[src/core/plcrc_consts.svh]
// Constants for the loop divider reset and charge pump float control block
// Assumes inclusion by core and testbench files; definitions only
`ifndef PLCRC_CONSTS_SVH
`define PLCRC_CONSTS_SVH

`define PLCRC_CTRL_OFFSET 12'h000
`define PLCRC_STAT_OFFSET 12'h004
`define PLCRC_PWR_OFFSET 12'h008
`define PLCRC_ADDR_W 12

`define PLCRC_BIT_AUX_RST 0
`define PLCRC_BIT_MAIN_RST 1
`define PLCRC_BIT_MAIN_FLOAT 2
`define PLCRC_BIT_AUX_FLOAT 3
`define PLCRC_BIT_PWR_SW 0

`define PLCRC_CTRL_RESET 4'h0
`define PLCRC_PWR_RESET 1'b0
`define PLCRC_PWRUP_CYCLES 4'h4

`endif

[src/core/plcrc_pkg.sv]
// Types for the loop divider reset and charge pump float control block
// Assumes the constants header is compiled alongside
package plcrc_pkg;
  typedef struct packed {
    logic aux_float;
    logic main_float;
    logic main_rst;
    logic aux_rst;
  } plcrc_ctrl_t;

  typedef struct packed {
    logic divider_reset;
    logic pump_hiz;
  } plcrc_loop_t;
endpackage : plcrc_pkg

[src/core/plcrc_top.sv]
// APB register bank for divider reset and charge pump float of both loops
// Assumes synchronous APB master on pclk and a synchronous chip enable pin
`timescale 1ns/1ps
`default_nettype none
`include "plcrc_consts.svh"
module plcrc_top
(
  input wire logic pclk,
  input wire logic presetn,
  input wire logic psel,
  input wire logic penable,
  input wire logic pwrite,
  input wire logic [`PLCRC_ADDR_W-1:0] paddr,
  input wire logic [31:0] pwdata,
  input wire logic [3:0] pstrb,
  input wire logic chip_enable,
  output logic [31:0] prdata,
  output logic pready,
  output logic pslverr,
  output logic main_loop_divider_reset,
  output logic main_pump_float,
  output logic aux_loop_divider_reset,
  output logic aux_pump_float,
  output logic powered
);
  plcrc_pkg::plcrc_ctrl_t ctrl_r;
  plcrc_pkg::plcrc_ctrl_t ctrl_nxt;
  logic pwr_sw_r;
  logic pwr_sw_nxt;
  logic [31:0] prdata_r;
  logic [31:0] prdata_nxt;
  logic pready_r;
  logic pready_nxt;
  logic pslverr_r;
  logic pslverr_nxt;
  logic powered_r;
  logic powered_nxt;
  logic [3:0] pwrup_cnt_r;
  logic [3:0] pwrup_cnt_nxt;
  logic pwrup_rst;
  logic setup;
  logic access;
  logic hit;
  plcrc_pkg::plcrc_loop_t main_loop;
  plcrc_pkg::plcrc_loop_t aux_loop;

  // No wait state: pready rises in the first access cycle
  assign setup = psel && !penable;
  assign access = psel && penable && pready_r;
  assign hit = (paddr == `PLCRC_CTRL_OFFSET) || (paddr == `PLCRC_STAT_OFFSET) ||
    (paddr == `PLCRC_PWR_OFFSET);
  assign pwrup_rst = (pwrup_cnt_r != 4'h0);

  always_comb
  begin
    ctrl_nxt = ctrl_r;
    pwr_sw_nxt = pwr_sw_r;
    prdata_nxt = prdata_r;
    pready_nxt = 1'b0;
    pslverr_nxt = 1'b0;
    if (setup)
    begin
      pready_nxt = 1'b1;
      pslverr_nxt = !hit;
      prdata_nxt = 32'h0;
      if (!pwrite)
      begin
        case (paddr)
          `PLCRC_CTRL_OFFSET: prdata_nxt = {28'h0, ctrl_r};
          `PLCRC_STAT_OFFSET: prdata_nxt = {26'h0, powered_r, pwrup_rst,
            aux_loop, main_loop};
          `PLCRC_PWR_OFFSET: prdata_nxt = {31'h0, pwr_sw_r};
          default: prdata_nxt = 32'h0;
        endcase
      end
    end
    if (access && pwrite && pstrb[0])
    begin
      case (paddr)
        `PLCRC_CTRL_OFFSET: ctrl_nxt = pwdata[3:0];
        `PLCRC_PWR_OFFSET: pwr_sw_nxt = pwdata[`PLCRC_BIT_PWR_SW];
        default: ctrl_nxt = ctrl_r;
      endcase
    end
  end

  always_comb
  begin
    powered_nxt = pwr_sw_r && chip_enable;
    pwrup_cnt_nxt = pwrup_cnt_r;
    // Rising power from either source restarts the divider reset
    if (powered_nxt && !powered_r)
    begin
      pwrup_cnt_nxt = `PLCRC_PWRUP_CYCLES;
    end
    else if (pwrup_cnt_r != 4'h0)
    begin
      pwrup_cnt_nxt = pwrup_cnt_r - 4'h1;
    end
  end

  always_ff @(posedge pclk or negedge presetn)
  begin
    if (!presetn)
    begin
      ctrl_r <= `PLCRC_CTRL_RESET;
      pwr_sw_r <= `PLCRC_PWR_RESET;
      prdata_r <= 32'h0;
      pready_r <= 1'b0;
      pslverr_r <= 1'b0;
      powered_r <= 1'b0;
      pwrup_cnt_r <= 4'h0;
    end
    else
    begin
      ctrl_r <= ctrl_nxt;
      pwr_sw_r <= pwr_sw_nxt;
      prdata_r <= prdata_nxt;
      pready_r <= pready_nxt;
      pslverr_r <= pslverr_nxt;
      powered_r <= powered_nxt;
      pwrup_cnt_r <= pwrup_cnt_nxt;
    end
  end

  plcrc_loop_gate u_main
  (
    .pclk(pclk),
    .presetn(presetn),
    .rst_bit(ctrl_r.main_rst),
    .float_bit(ctrl_r.main_float),
    .pwrup_rst(pwrup_rst),
    .loop_o(main_loop)
  );

  plcrc_loop_gate u_aux
  (
    .pclk(pclk),
    .presetn(presetn),
    .rst_bit(ctrl_r.aux_rst),
    .float_bit(ctrl_r.aux_float),
    .pwrup_rst(pwrup_rst),
    .loop_o(aux_loop)
  );

  assign prdata = prdata_r;
  assign pready = pready_r;
  assign pslverr = pslverr_r;
  assign main_loop_divider_reset = main_loop.divider_reset;
  assign main_pump_float = main_loop.pump_hiz;
  assign aux_loop_divider_reset = aux_loop.divider_reset;
  assign aux_pump_float = aux_loop.pump_hiz;
  assign powered = powered_r;

  // Loop outputs pass one more flop, so they answer one edge after the control state
  AST_MAIN_RST: assert property (@(posedge pclk) disable iff (!presetn)
    ctrl_r.main_rst |=>
    main_loop_divider_reset && main_pump_float)
    else $error("Main reset bit not honoured");

  AST_AUX_RST: assert property (@(posedge pclk) disable iff (!presetn)
    ctrl_r.aux_rst |=>
    aux_loop_divider_reset && aux_pump_float)
    else $error("Aux reset bit not honoured");

  AST_PWRUP: assert property (@(posedge pclk) disable iff (!presetn)
    $rose(powered_r) |=>
    main_loop_divider_reset [*4])
    else $error("Power-up divider reset missing");

  AST_PWRUP_AUX: assert property (@(posedge pclk) disable iff (!presetn)
    $rose(powered_r) |=>
    aux_loop_divider_reset [*4])
    else $error("Power-up aux divider reset missing");

  AST_PWRUP_FLOAT: assert property (@(posedge pclk) disable iff (!presetn)
    $rose(powered_r) |=>
    (main_pump_float && aux_pump_float) [*4])
    else $error("Pumps drove during power-up reset");

  AST_PWRUP_END: assert property (@(posedge pclk) disable iff (!presetn)
    $rose(powered_r) ##1 (powered_r && ctrl_r == 4'h0) [*6] |->
    !main_loop_divider_reset)
    else $error("Power-up reset did not end");

  // A power-down must never start a divider reset on its own
  AST_NO_SPURIOUS_PWRUP: assert property (@(posedge pclk) disable iff (!presetn)
    (pwrup_cnt_r == 4'h0 && (powered_r || !(pwr_sw_r && chip_enable))) |=>
    !pwrup_rst)
    else $error("Power-up reset without a power-up");

  AST_PWRUP_CNT_MAX: assert property (@(posedge pclk) disable iff (!presetn)
    pwrup_cnt_r <= `PLCRC_PWRUP_CYCLES)
    else $error("Power-up counter out of range");

  AST_POWERED_ON: assert property (@(posedge pclk) disable iff (!presetn)
    (pwr_sw_r && chip_enable) |=>
    powered)
    else $error("Powered flag missing");

  AST_POWERED_OFF: assert property (@(posedge pclk) disable iff (!presetn)
    !(pwr_sw_r && chip_enable) |=>
    !powered)
    else $error("Powered flag stuck");

  AST_MAIN_FLOAT: assert property (@(posedge pclk) disable iff (!presetn)
    (ctrl_r.main_float && !ctrl_r.main_rst && !pwrup_rst) |=>
    main_pump_float && !main_loop_divider_reset)
    else $error("Main float bit wrong");

  AST_AUX_FLOAT: assert property (@(posedge pclk) disable iff (!presetn)
    (ctrl_r.aux_float && !ctrl_r.aux_rst && !pwrup_rst) |=>
    aux_pump_float && !aux_loop_divider_reset)
    else $error("Aux float bit wrong");

  AST_MAIN_NORMAL: assert property (@(posedge pclk) disable iff (!presetn)
    (!ctrl_r.main_rst && !ctrl_r.main_float && !pwrup_rst) |=>
    !main_loop_divider_reset && !main_pump_float)
    else $error("Main loop not in normal operation");

  AST_AUX_NORMAL: assert property (@(posedge pclk) disable iff (!presetn)
    (!ctrl_r.aux_rst && !ctrl_r.aux_float && !pwrup_rst) |=>
    !aux_loop_divider_reset && !aux_pump_float)
    else $error("Aux loop not in normal operation");

  AST_DEFAULTS: assert property (@(posedge pclk)
    !presetn |=>
    ctrl_r == 4'h0)
    else $error("Control bits not clear after reset");

  AST_BOTH: assert property (@(posedge pclk) disable iff (!presetn)
    (ctrl_r.main_rst && ctrl_r.main_float) |=>
    main_loop == 2'h3)
    else $error("Combined main reset and float wrong");

  AST_AUX_BOTH: assert property (@(posedge pclk) disable iff (!presetn)
    (ctrl_r.aux_rst && ctrl_r.aux_float) |=>
    aux_loop == 2'h3)
    else $error("Combined aux reset and float wrong");

  AST_APB_WAIT: assert property (@(posedge pclk) disable iff (!presetn)
    (psel && !penable) |=>
    pready)
    else $error("Slave did not answer in one cycle");

  AST_PREADY_PULSE: assert property (@(posedge pclk) disable iff (!presetn)
    pready |=>
    !pready)
    else $error("Ready held longer than one cycle");

  AST_ERR_WITH_READY: assert property (@(posedge pclk) disable iff (!presetn)
    pslverr |->
    pready)
    else $error("Error flag without ready");

  AST_MAPPED_OK: assert property (@(posedge pclk) disable iff (!presetn)
    (setup && hit) |=>
    !pslverr)
    else $error("Error on a mapped address");

  AST_UNMAPPED_ERR: assert property (@(posedge pclk) disable iff (!presetn)
    (setup && !hit) |=>
    pslverr && prdata == 32'h0)
    else $error("Unmapped access not refused");

  AST_UNMAPPED_WRITE: assert property (@(posedge pclk) disable iff (!presetn)
    (access && pwrite && !hit) |=>
    $stable(ctrl_r) && $stable(pwr_sw_r))
    else $error("Unmapped write changed a register");

  AST_NOSTRB_WRITE: assert property (@(posedge pclk) disable iff (!presetn)
    (access && pwrite && !pstrb[0]) |=>
    $stable(ctrl_r) && $stable(pwr_sw_r))
    else $error("Write without low strobe changed a register");

  AST_CTRL_READ: assert property (@(posedge pclk) disable iff (!presetn)
    (setup && !pwrite && paddr == `PLCRC_CTRL_OFFSET) |=>
    prdata == {28'h0, $past(ctrl_r)})
    else $error("Control read data wrong");

  AST_STAT_READ: assert property (@(posedge pclk) disable iff (!presetn)
    (setup && !pwrite && paddr == `PLCRC_STAT_OFFSET) |=>
    prdata == {26'h0, $past(powered_r), $past(pwrup_rst), $past(aux_loop), $past(main_loop)})
    else $error("Status read data wrong");

  AST_PWR_READ: assert property (@(posedge pclk) disable iff (!presetn)
    (setup && !pwrite && paddr == `PLCRC_PWR_OFFSET) |=>
    prdata == {31'h0, $past(pwr_sw_r)})
    else $error("Power read data wrong");

  COV_MAIN_RST: cover property (@(posedge pclk) disable iff (!presetn)
    main_loop_divider_reset && powered);

  COV_AUX_FLOAT: cover property (@(posedge pclk) disable iff (!presetn)
    aux_pump_float && !aux_loop_divider_reset);

  COV_PWRUP: cover property (@(posedge pclk) disable iff (!presetn)
    $rose(powered_r));

  COV_ERR: cover property (@(posedge pclk) disable iff (!presetn)
    pslverr && pready);

  COV_MAIN_BOTH: cover property (@(posedge pclk) disable iff (!presetn)
    ctrl_r.main_rst && ctrl_r.main_float);
endmodule : plcrc_top
`default_nettype wire

[src/core/plcrc_loop_gate.sv]
// Per-loop gate: divider reset and charge pump float outputs of one loop
// Assumes synchronous control levels on pclk
`timescale 1ns/1ps
`default_nettype none
module plcrc_loop_gate
(
  input wire logic pclk,
  input wire logic presetn,
  input wire logic rst_bit,
  input wire logic float_bit,
  input wire logic pwrup_rst,
  output var plcrc_pkg::plcrc_loop_t loop_o
);
  plcrc_pkg::plcrc_loop_t loop_r;
  plcrc_pkg::plcrc_loop_t loop_nxt;

  always_comb
  begin
    // Reset bit dominates, float never releases a held divider
    loop_nxt.divider_reset = rst_bit | pwrup_rst;
    loop_nxt.pump_hiz = rst_bit | float_bit | pwrup_rst;
  end

  // Outputs come out of reset held so the pumps never drive uncontrolled
  always_ff @(posedge pclk or negedge presetn)
  begin
    if (!presetn)
    begin
      loop_r <= 2'h3;
    end
    else
    begin
      loop_r <= loop_nxt;
    end
  end

  assign loop_o = loop_r;

  AST_RST_HOLDS: assert property (@(posedge pclk) disable iff (!presetn)
    rst_bit |=> loop_r.divider_reset && loop_r.pump_hiz)
    else $error("Reset bit did not hold divider and float pump");
  AST_FLOAT_ONLY: assert property (@(posedge pclk) disable iff (!presetn)
    (float_bit && !rst_bit && !pwrup_rst) |=> loop_r.pump_hiz && !loop_r.divider_reset)
    else $error("Float bit disturbed dividers or pump still drives");
  AST_NORMAL: assert property (@(posedge pclk) disable iff (!presetn)
    (!float_bit && !rst_bit && !pwrup_rst) |=> loop_r == 2'h0)
    else $error("Loop not in normal operation with all bits clear");
endmodule : plcrc_loop_gate
`default_nettype wire

[config.mk]
export PLATFORM = sky130hd
export DESIGN_NAME = plcrc_top
export DESIGN_NICKNAME = d
export VERILOG_FILES = /design/src/core/plcrc_pkg.sv /design/src/core/plcrc_top.sv /design/src/core/plcrc_loop_gate.sv
export VERILOG_INCLUDE_DIRS = /design/src /design/src/core
export SDC_FILE = /design/constraint.sdc
export NUM_CORES = 1
export LEC_CHECK = 0
export BUFFER_PORTS_ARGS = -buffer_cell sky130_fd_sc_hd__buf_2
export CORE_MARGIN = 2
export CORE_UTILIZATION = 39
export DETAILED_ROUTE_END_ITERATION = 10
export PLACE_DENSITY = 0.86
export SLEW_MARGIN = 10
export SYNTH_ARGS = -nofsm -noshare
export SYNTH_HDL_FRONTEND = slang
export SYNTH_HIERARCHICAL = 1
export SYNTH_SLANG_ARGS = --single-unit
[constraint.sdc]
create_clock -name pclk -period 1.5 [get_ports pclk]
set_input_delay 0.15 -clock pclk [delete_from_list [all_inputs] [get_ports pclk]]
set_output_delay 0.15 -clock pclk [all_outputs]
set_load 0.1 [all_outputs]
# [After elaboration in Yosys (flattened, before gate mapping)]
# Cells that the tools add are included.
[word_totals] output_inout_bits=39 reg_bits=48 input_bits=54 wordCells=46
[classes] n_bitwise=6 n_eq_ne=2 reduce_logical=17 muxes=6 addsub=1
[op_table] operator="$pmux W6 S3" n=1
[op_table] operator="$eq A12 B3 Y1 const B" n=1
[op_table] operator="$eq A12 B4 Y1 const B" n=1
[op_table] operator="$logic_not A12 Y1" n=1
[op_table] operator="$mux W4" n=2
[op_table] operator="$logic_and A1 B1 Y1" n=7
[op_table] operator="$mux W6" n=1
[op_table] operator="$or A1 B1 Y1" n=6
[op_table] operator="$reduce_and A2 Y1" n=2
[op_table] operator="$reduce_bool A4 Y1" n=1
[op_table] operator="$sub A4 B1 Y4 const B" n=1
[op_table] operator="$logic_not A1 Y1" n=3
[op_table] operator="$logic_or A1 B1 Y1" n=2
[op_table] operator="$mux W1" n=2
[op_table] operator="$reduce_bool A2 Y1" n=1

# [Depth between registers and ports, before layout]
# Gate-level depths: netlist of the first run.
[depth] word_depth=5 ltp_mapped=5 ltp_nobuf=5

# [By module]
# The synthesis of the first run kept the hierarchy.
[by_module_without_submodules] mod="plcrc_top" instances=1 cells_per_inst=101 area_per_inst_um2=1076.0
[by_module_without_submodules] mod="plcrc_loop_gate" instances=2 cells_per_inst=4 area_per_inst_um2=65.1

# [Worst setup path before layout of the first run]
# Ideal clock, no wire load.
[synth_timing] path_type="register to register" from="register pready_r (netlist: pready)" to="register ctrl_r[0] in the netlist's numbering" setup_slack_ns=-0.537 setup_time_ns=0.125 required_ns=1.375 arrival_time_ns=1.912 period_less_slack_ns=2.037 stages_incl_launch_ff=5 path_cell_list="dfrtp_1 -> nand4_1 -> nor3b_1 -> nand3b_4 -> mux2_4"
[synth_via] elab_chain_cells=4
[synth_lines] element="start, declared" line="plcrc_top.sv:32" source="logic pready_r;"
[synth_lines] element="start signal, assigned" line="plcrc_top.sv:119" source="pready_r <= pready_nxt;"
[synth_lines] element="$logic_and A1 B1 Y1" line="plcrc_top.sv:49" source="assign access = psel && penable && pready_r;"
[synth_lines] element="$logic_and A1 B1 Y1 (2 in a row)" line="plcrc_top.sv:77" source="if (access && pwrite && pstrb[0])"
[synth_lines] element="$reduce_and A2 Y1 (no line)"
[synth_lines] element="end signal, assigned" line="plcrc_top.sv:106" source="ctrl_r <= `PLCRC_CTRL_RESET;"
[synth_lines] element="end signal, assigned" line="plcrc_top.sv:116" source="ctrl_r <= ctrl_nxt;"
[synth_lines] element="end, declared" line="plcrc_top.sv:26" source="plcrc_pkg::plcrc_ctrl_t ctrl_r;"
# No other way between the ends.
# A chain may end at the register's enable or synchronous reset.

# [Worst setup path in the final report of the first run]
[layout_timing] from="register u_main.loop_r (netlist bit u_main/loop_o[0])" to="output port main_pump_float"
[layout_rtl] element="start, declared" line="plcrc_loop_gate.sv:14" source="plcrc_pkg::plcrc_loop_t loop_r;"
[layout_rtl] element="start signal, assigned" line="plcrc_loop_gate.sv:33" source="loop_r <= loop_nxt;"
[layout_rtl] element="end, declared" line="plcrc_top.sv:21" source="output logic main_pump_float,"
# No word-level cell between the ends.

==> impl_metrics.env, run 1 <==
export IMPL_holdPathStages=2
export IMPL_synth_cell_types=36
export IMPL_antenna_found_initial=0
export IMPL_power_total_mw=2.20
export IMPL_via_per_inst=4.70
export IMPL_numPortBuffers=35
export IMPL_dpl_cell_area_um2=1350
export IMPL_crit_chain="buf_2"
export IMPL_rrSetupSlack_ns=0.06
export IMPL_syn_instance_count=109
export IMPL_final_nets=207
export IMPL_antenna_cells=0
export IMPL_min_delay_start="pwdata[0]"
export IMPL_worst_slack_ns=0.0446
export IMPL_slowest_delay_ns=0.56
export IMPL_fin_tns_setup_ns=0
export IMPL_cts_buffers=3
export IMPL_cp_max_fo=2
export IMPL_max_cap_violations=0
export IMPL_dr_max_layer_used="met4"
export IMPL_dr_wl_met3_um=129
export IMPL_wl_met2_um=1200
export IMPL_vias=860
export IMPL_pre_cts_ws_ns=-0.178
export IMPL_dr_first_iter_drc_count=29
export IMPL_cts_tree="built"
export IMPL_rsz0062_at_grt="false"
export IMPL_hold_path_endpoint="pwr_sw_r"
export IMPL_ir_drop_mv=1.00
export IMPL_crit_family="flip-flops"
export IMPL_m1WireLength_um=854
export IMPL_reg2regPathDepth=4
export IMPL_finalClockSkew_ns=0.0190
export IMPL_clk_insertion_delay_late_ns=0.32
export IMPL_htree_levels=1
export IMPL_status="complete, no violations"
export IMPL_initial_core_util=0.402
export IMPL_cts_sinks=22
export IMPL_final_cell_mix="buf_2, conb_1, dfrtp_1"
export IMPL_coreArea_um2=3000
export IMPL_worst_path_buf_inv=1
export IMPL_cp_arrival_ns=1.31
export IMPL_firstDrtPassIters=4
export IMPL_place_inst=178
export IMPL_netlist_area_um2=1210
export IMPL_grt_max_degree=23
export IMPL_setup_viol=0
export IMPL_min_period_ns=1.46
export IMPL_holdCritPathClass="in2reg"
export IMPL_crit_path_top_delay_cell="dfstp_2"
export IMPL_grt_pass1_vias=793
export IMPL_io_pins=93
export IMPL_power_density_nw_per_um2=1560
export IMPL_fmaxAchievable_mhz=687
export IMPL_die_y_um=59.6
export IMPL_grt_pass1_wl_um=3450
export IMPL_n_fill_cell=286
export IMPL_post_route_period_util=0.970
export IMPL_gr_usage_all_layers=0.131
export IMPL_slew_viol_final=0
export IMPL_critical_path_class="reg2out"
export IMPL_rows=20
export IMPL_fin_util=0.471
export IMPL_drive_above_1_share=0.387
export IMPL_p_leak_nw=0.790
export IMPL_finalHoldViolCount=0
export IMPL_grt_ovfl_total=0
export IMPL_cts_resized=0
export IMPL_clkTransAtPathRegs_ns=0.13
export IMPL_place_congestion=0.770
export IMPL_avgSynthCellArea_um2=11.1
export IMPL_die_area_um2=3550
export IMPL_drt_wl_total_um=2220
export IMPL_startpoint_type="register"
export IMPL_die_w_um=59.6
export IMPL_root_buffer="clkbuf_4"
export IMPL_hold_slack_ns=0.0533
export IMPL_r2r_start="pready"
export IMPL_worstSetupEndpointType="primary output"
export IMPL_hpwl_um=1810
export IMPL_wl_per_cell_um=12.1
export IMPL_antenna_left=0
export IMPL_ys_seq_area_frac=0.461
export IMPL_critPathRequiredTime_ns=1.35
export IMPL_fin_cells=183
export IMPL_ys_ff_latch=22
export IMPL_final_common_cell="buf_2"
export IMPL_yosys_warnings=6
export IMPL_stdcell_area_um2=1420
export IMPL_area_growth_pct=17.3
export IMPL_drc_errors=0
export IMPL_rr_endpoint="ctrl_r[3]"
export IMPL_clock_path_buffers=2
## worst register-to-register path, stage by stage (launching register included)
cell      delay [ns]
dfrtp_4         0.43
nand4_1         0.13
nor3b_2         0.30
nand3b_4        0.15
mux2_4          0.31
## cell type report
class	instances	area [um2]	share of cell area
Tap cell	33	41.3	0.0292
Inverter	3	11.3	0.00796
Multi-Input combinational cell	81	536	0.378
Clock inverter	1	30.0	0.0212
Sequential cell	22	559	0.395
Clock buffer	3	22.5	0.0159
Timing Repair Buffer	40	215	0.152
## sequential cells by signal (all words and copies together), names as in the netlist
signal,flops
prdata,6
ctrl_r,4
pwrup_cnt_r,4
u_aux/loop_o,2
u_main/loop_o,2
powered,1
pready,1
pslverr,1
pwr_sw_r,1
## power breakdown
| part | total, mW | internal [mW] | switching (mW) |
|---|---|---|---|
| combinational | 0.966 | 0.194 | 0.771 |
| sequential | 0.782 | 0.718 | 0.0636 |
| clock | 0.456 | 0.271 | 0.185 |
## per-layer routing
metal / global-route usage / vias up
met4: 0.0571 / 0
met3: 0.0197 / 5
met1: 0.152 / 415
met2: 0.237 / 41
li1: - / 399
met5: 0 / -
## cells by family after synthesis
group	Yosys count	share of synthesized area
AOI/OAI and AO/OA	11	0.0622
xor gates and xnor gates	2	0.0145
adders and majority gates	2	0.0207
buffers and inverters	31	0.177
DFF	22	0.461
muxes	9	0.0923
other	1	0.00311
and+or+nand+nor	31	0.169
## synthesized netlist by cell type
| cell type | number | area share |
|---|---|---|
| nand4_1 | 1 | 0.0052 |
| and2_1 | 1 | 0.0052 |
| nand2_1 | 6 | 0.019 |
| clkbuf_1 | 2 | 0.0062 |
| conb_1 | 1 | 0.0031 |
| nand3_1 | 1 | 0.0041 |
| or4_1 | 1 | 0.0062 |
| or2_2 | 1 | 0.0052 |
| a21oi_1 | 2 | 0.0083 |
| a32o_1 | 3 | 0.025 |
| nand3b_4 | 1 | 0.017 |
| xnor2_1 | 1 | 0.0073 |
| o21ai_0 | 1 | 0.0041 |
| mux2_4 | 4 | 0.050 |
| inv_1 | 3 | 0.0093 |
| nor2_1 | 5 | 0.016 |
| nand2b_1 | 1 | 0.0052 |
| nor3b_1 | 2 | 0.012 |
| dfstp_2 | 4 | 0.087 |
| a21o_1 | 1 | 0.0062 |
| o21ai_1 | 3 | 0.012 |
| nor4_2 | 1 | 0.010 |
| mux2i_1 | 4 | 0.033 |
| nor2b_1 | 1 | 0.0052 |
| xor2_1 | 1 | 0.0073 |
| nor3_4 | 1 | 0.013 |
| dfrtp_1 | 18 | 0.37 |
| a211oi_1 | 1 | 0.0062 |
| mux2_1 | 1 | 0.0093 |
| or3_1 | 3 | 0.016 |
| nand3b_1 | 1 | 0.0062 |
| ha_1 | 2 | 0.021 |
| nor3_1 | 1 | 0.0041 |
| or4_4 | 1 | 0.0093 |
| buf_4 | 26 | 0.16 |
| or2_1 | 2 | 0.010 |
## timing repair
item | CTS | global route
hold endpoints to repair | 18 | 0
hold buffers | 1 | 0
buffers inserted | 0 | 0
## worst max-delay path by stage
stage	from	end	depth (start not counted)
finish	u_main/loop_o[0]	main_pump_float	1
CTS	u_main/loop_o[0]	main_pump_float	1
global route	pready	ctrl_r[3]	4
floorplan	pready	ctrl_r[0]	4
detailed placement	paddr[1]	ctrl_r[0]	5
global placement	paddr[1]	ctrl_r[2]	5
Power figures use the tool's default switching activity.
==> run 2, diff against run 1 <==
--- a/config.mk
+++ b/config.mk
@@ -7,10 +7,12 @@
 export NUM_CORES = 1
 export LEC_CHECK = 0
 export BUFFER_PORTS_ARGS = -buffer_cell sky130_fd_sc_hd__buf_2
+export CELL_PAD_IN_SITES_DETAIL_PLACEMENT = 1
+export CELL_PAD_IN_SITES_GLOBAL_PLACEMENT = 1
 export CORE_MARGIN = 2
-export CORE_UTILIZATION = 39
+export CORE_UTILIZATION = 27
 export DETAILED_ROUTE_END_ITERATION = 10
-export PLACE_DENSITY = 0.86
+export PLACE_DENSITY = 0.85
 export SLEW_MARGIN = 10
 export SYNTH_ARGS = -nofsm -noshare
 export SYNTH_HDL_FRONTEND = slang
==> impl_metrics.env, run 2 (synthesis results as in run 1) <==
export IMPL_power_density_nw_per_um2=1510
export IMPL_antenna_cells=0
export IMPL_vias=861
export IMPL_min_period_ns=1.40
export IMPL_firstDrtPassIters=4
export IMPL_grt_pass1_vias=872
export IMPL_area_growth_pct=20.3
export IMPL_switching_share=0.475
export IMPL_die_w_um=70.8
export IMPL_numPortBuffers=35
export IMPL_cts_sinks=22
export IMPL_clk_insertion_delay_late_ns=0.26
export IMPL_intPower_mw=1.15
export IMPL_status="complete, no violations"
export IMPL_final_nets=208
export IMPL_grt_max_degree=23
export IMPL_root_buffer="clkbuf_8"
export IMPL_p_comb_frac=0.446
export IMPL_finalClockSkew_ns=0.000870
export IMPL_setup_viol=0
export IMPL_largest_reg_flops=6
export IMPL_critPathRequiredTime_ns=1.65
export IMPL_fin_util=0.336
export IMPL_final_cell_mix="buf_2, conb_1, dfrtp_1"
export IMPL_io_pins=93
export IMPL_grt_ovfl_total=0
export IMPL_ir_drop_mv=1.07
export IMPL_p_clk_frac=0.193
export IMPL_initial_core_util=0.279
export IMPL_finalHoldViolCount=0
export IMPL_seqPwrFrac=0.361
export IMPL_place_congestion=0.791
export IMPL_hpwl_um=2090
export IMPL_antenna_found_initial=0
export IMPL_slowest_delay_ns=0.41
export IMPL_clock_path_buffers=2
export IMPL_holdCritPathClass="in2reg"
export IMPL_clkTransAtPathRegs_ns=0.08
export IMPL_antenna_left=0
export IMPL_crit_chain="nand4_1, nor3b_2, nand3b_4, mux2_4"
export IMPL_crit_path_top_delay_cell="dfrtp_4"
export IMPL_power_switching_mw=1.04
export IMPL_max_cap_violations=0
export IMPL_rows=24
export IMPL_drt_wl_total_um=2590
export IMPL_via_per_inst=4.24
export IMPL_drc_errors=0
export IMPL_fmaxAchievable_mhz=715
export IMPL_die_area_um2=5020
export IMPL_startpoint_type="register"
export IMPL_cts_tree="built"
export IMPL_coreArea_um2=4320
export IMPL_wl_per_cell_um=12.7
export IMPL_critical_path_class="reg2reg"
export IMPL_drive_above_1_share=0.397
export IMPL_final_common_cell="buf_2"
export IMPL_dr_first_iter_drc_count=20
export IMPL_cp_arrival_ns=1.55
export IMPL_p_leak_nw=0.798
export IMPL_htree_levels=1
export IMPL_die_y_um=70.8
export IMPL_slew_viol_final=0
export IMPL_cp_max_fo=4
export IMPL_cts_buffers=3
export IMPL_post_route_period_util=0.933
export IMPL_gr_usage_all_layers=0.103
export IMPL_power_total_mw=2.19
export IMPL_rsz0062_at_grt="false"
export IMPL_grt_pass1_wl_um=4040
export IMPL_worstSetupEndpointType="register"
==> run 2: power groups by stage <==
stage | Sequential [mW] | Clock, mW | Combinational, mW
6_report | 0.790 | 0.424 | 0.978
5_1_grt | 0.805 | 0.470 | 1.04
4_1_cts | 0.791 | 0.440 | 0.981
3_5_place_dp | 0.800 | 0 | 0.974
3_3_place_gp | 0.792 | 0 | 0.946
2_1_floorplan | 1.09 | 0 | 0.578
==> run 2: per-layer routing <==
layer	GRT usage	up-vias	part of all wire
li1	-	403	-
met1	0.117	418	0.38
met2	0.189	38	0.53
met3	0.0413	2	0.087
met4	0.00839	0	0.0035
met5	0	-	0
==> run 2: repair_timing <==
item,4_1_cts,5_1_grt
resized for setup,0,1
hold buffers,1,0
endpoints found under the hold margin,18,0
setup endpoints to repair,0,2
setup buffers,0,0
==> run 2: worst max-delay path: cells and delay by family, from the launching register on <==
kind | cells | cell delay (ns)
muxes | 1 | 0.32
DFF | 1 | 0.41
and+or+nand+nor | 3 | 0.56
==> run 2: stage by stage <==
step	instance area, um2	worst slack (ns)	hold slack, ns	setup TNS [ns]	std cells
final	1450	0.101	0.114	0	203
after global routing	1450	0.00910	0.105	0	203
after CTS	1450	0.0834	0.108	0	203
after detailed placement	1380	-0.175	0.142	-1.39	198
after global placement	1380	-0.165	0.130	-1.22	198
after floorplan	1310	-0.0656	-0.146	-0.309	134
==> run 2: worst paths after layout <==
| check | from | slack, ns | endpoint | depth (start not counted) |
|---|---|---|---|---|
| setup / recovery | pready | 0.10 | ctrl_r[2] | 4 |
| hold / removal | pwdata[1] | 0.11 | ctrl_r[1] | 2 |
| setup reg to reg | pready | 0.10 | ctrl_r[2] | 4 |
| hold reg to reg | prdata[1] | 0.50 | prdata[1] | 2 |
| max in group asynchronous | presetn | 0.74 | pready | 2 |
| min in group asynchronous | presetn | 0.39 | pwrup_cnt_r[2] | 2 |
==> run 2: final cells by class <==
type | instances | area, um2
clock buffer | 4 | 55.1
fill | 525 | 2870
inverter | 3 | 11.3
multi-input combinational | 81 | 538
sequential | 22 | 559
tap | 52 | 65.1
timing repair buffer | 41 | 223
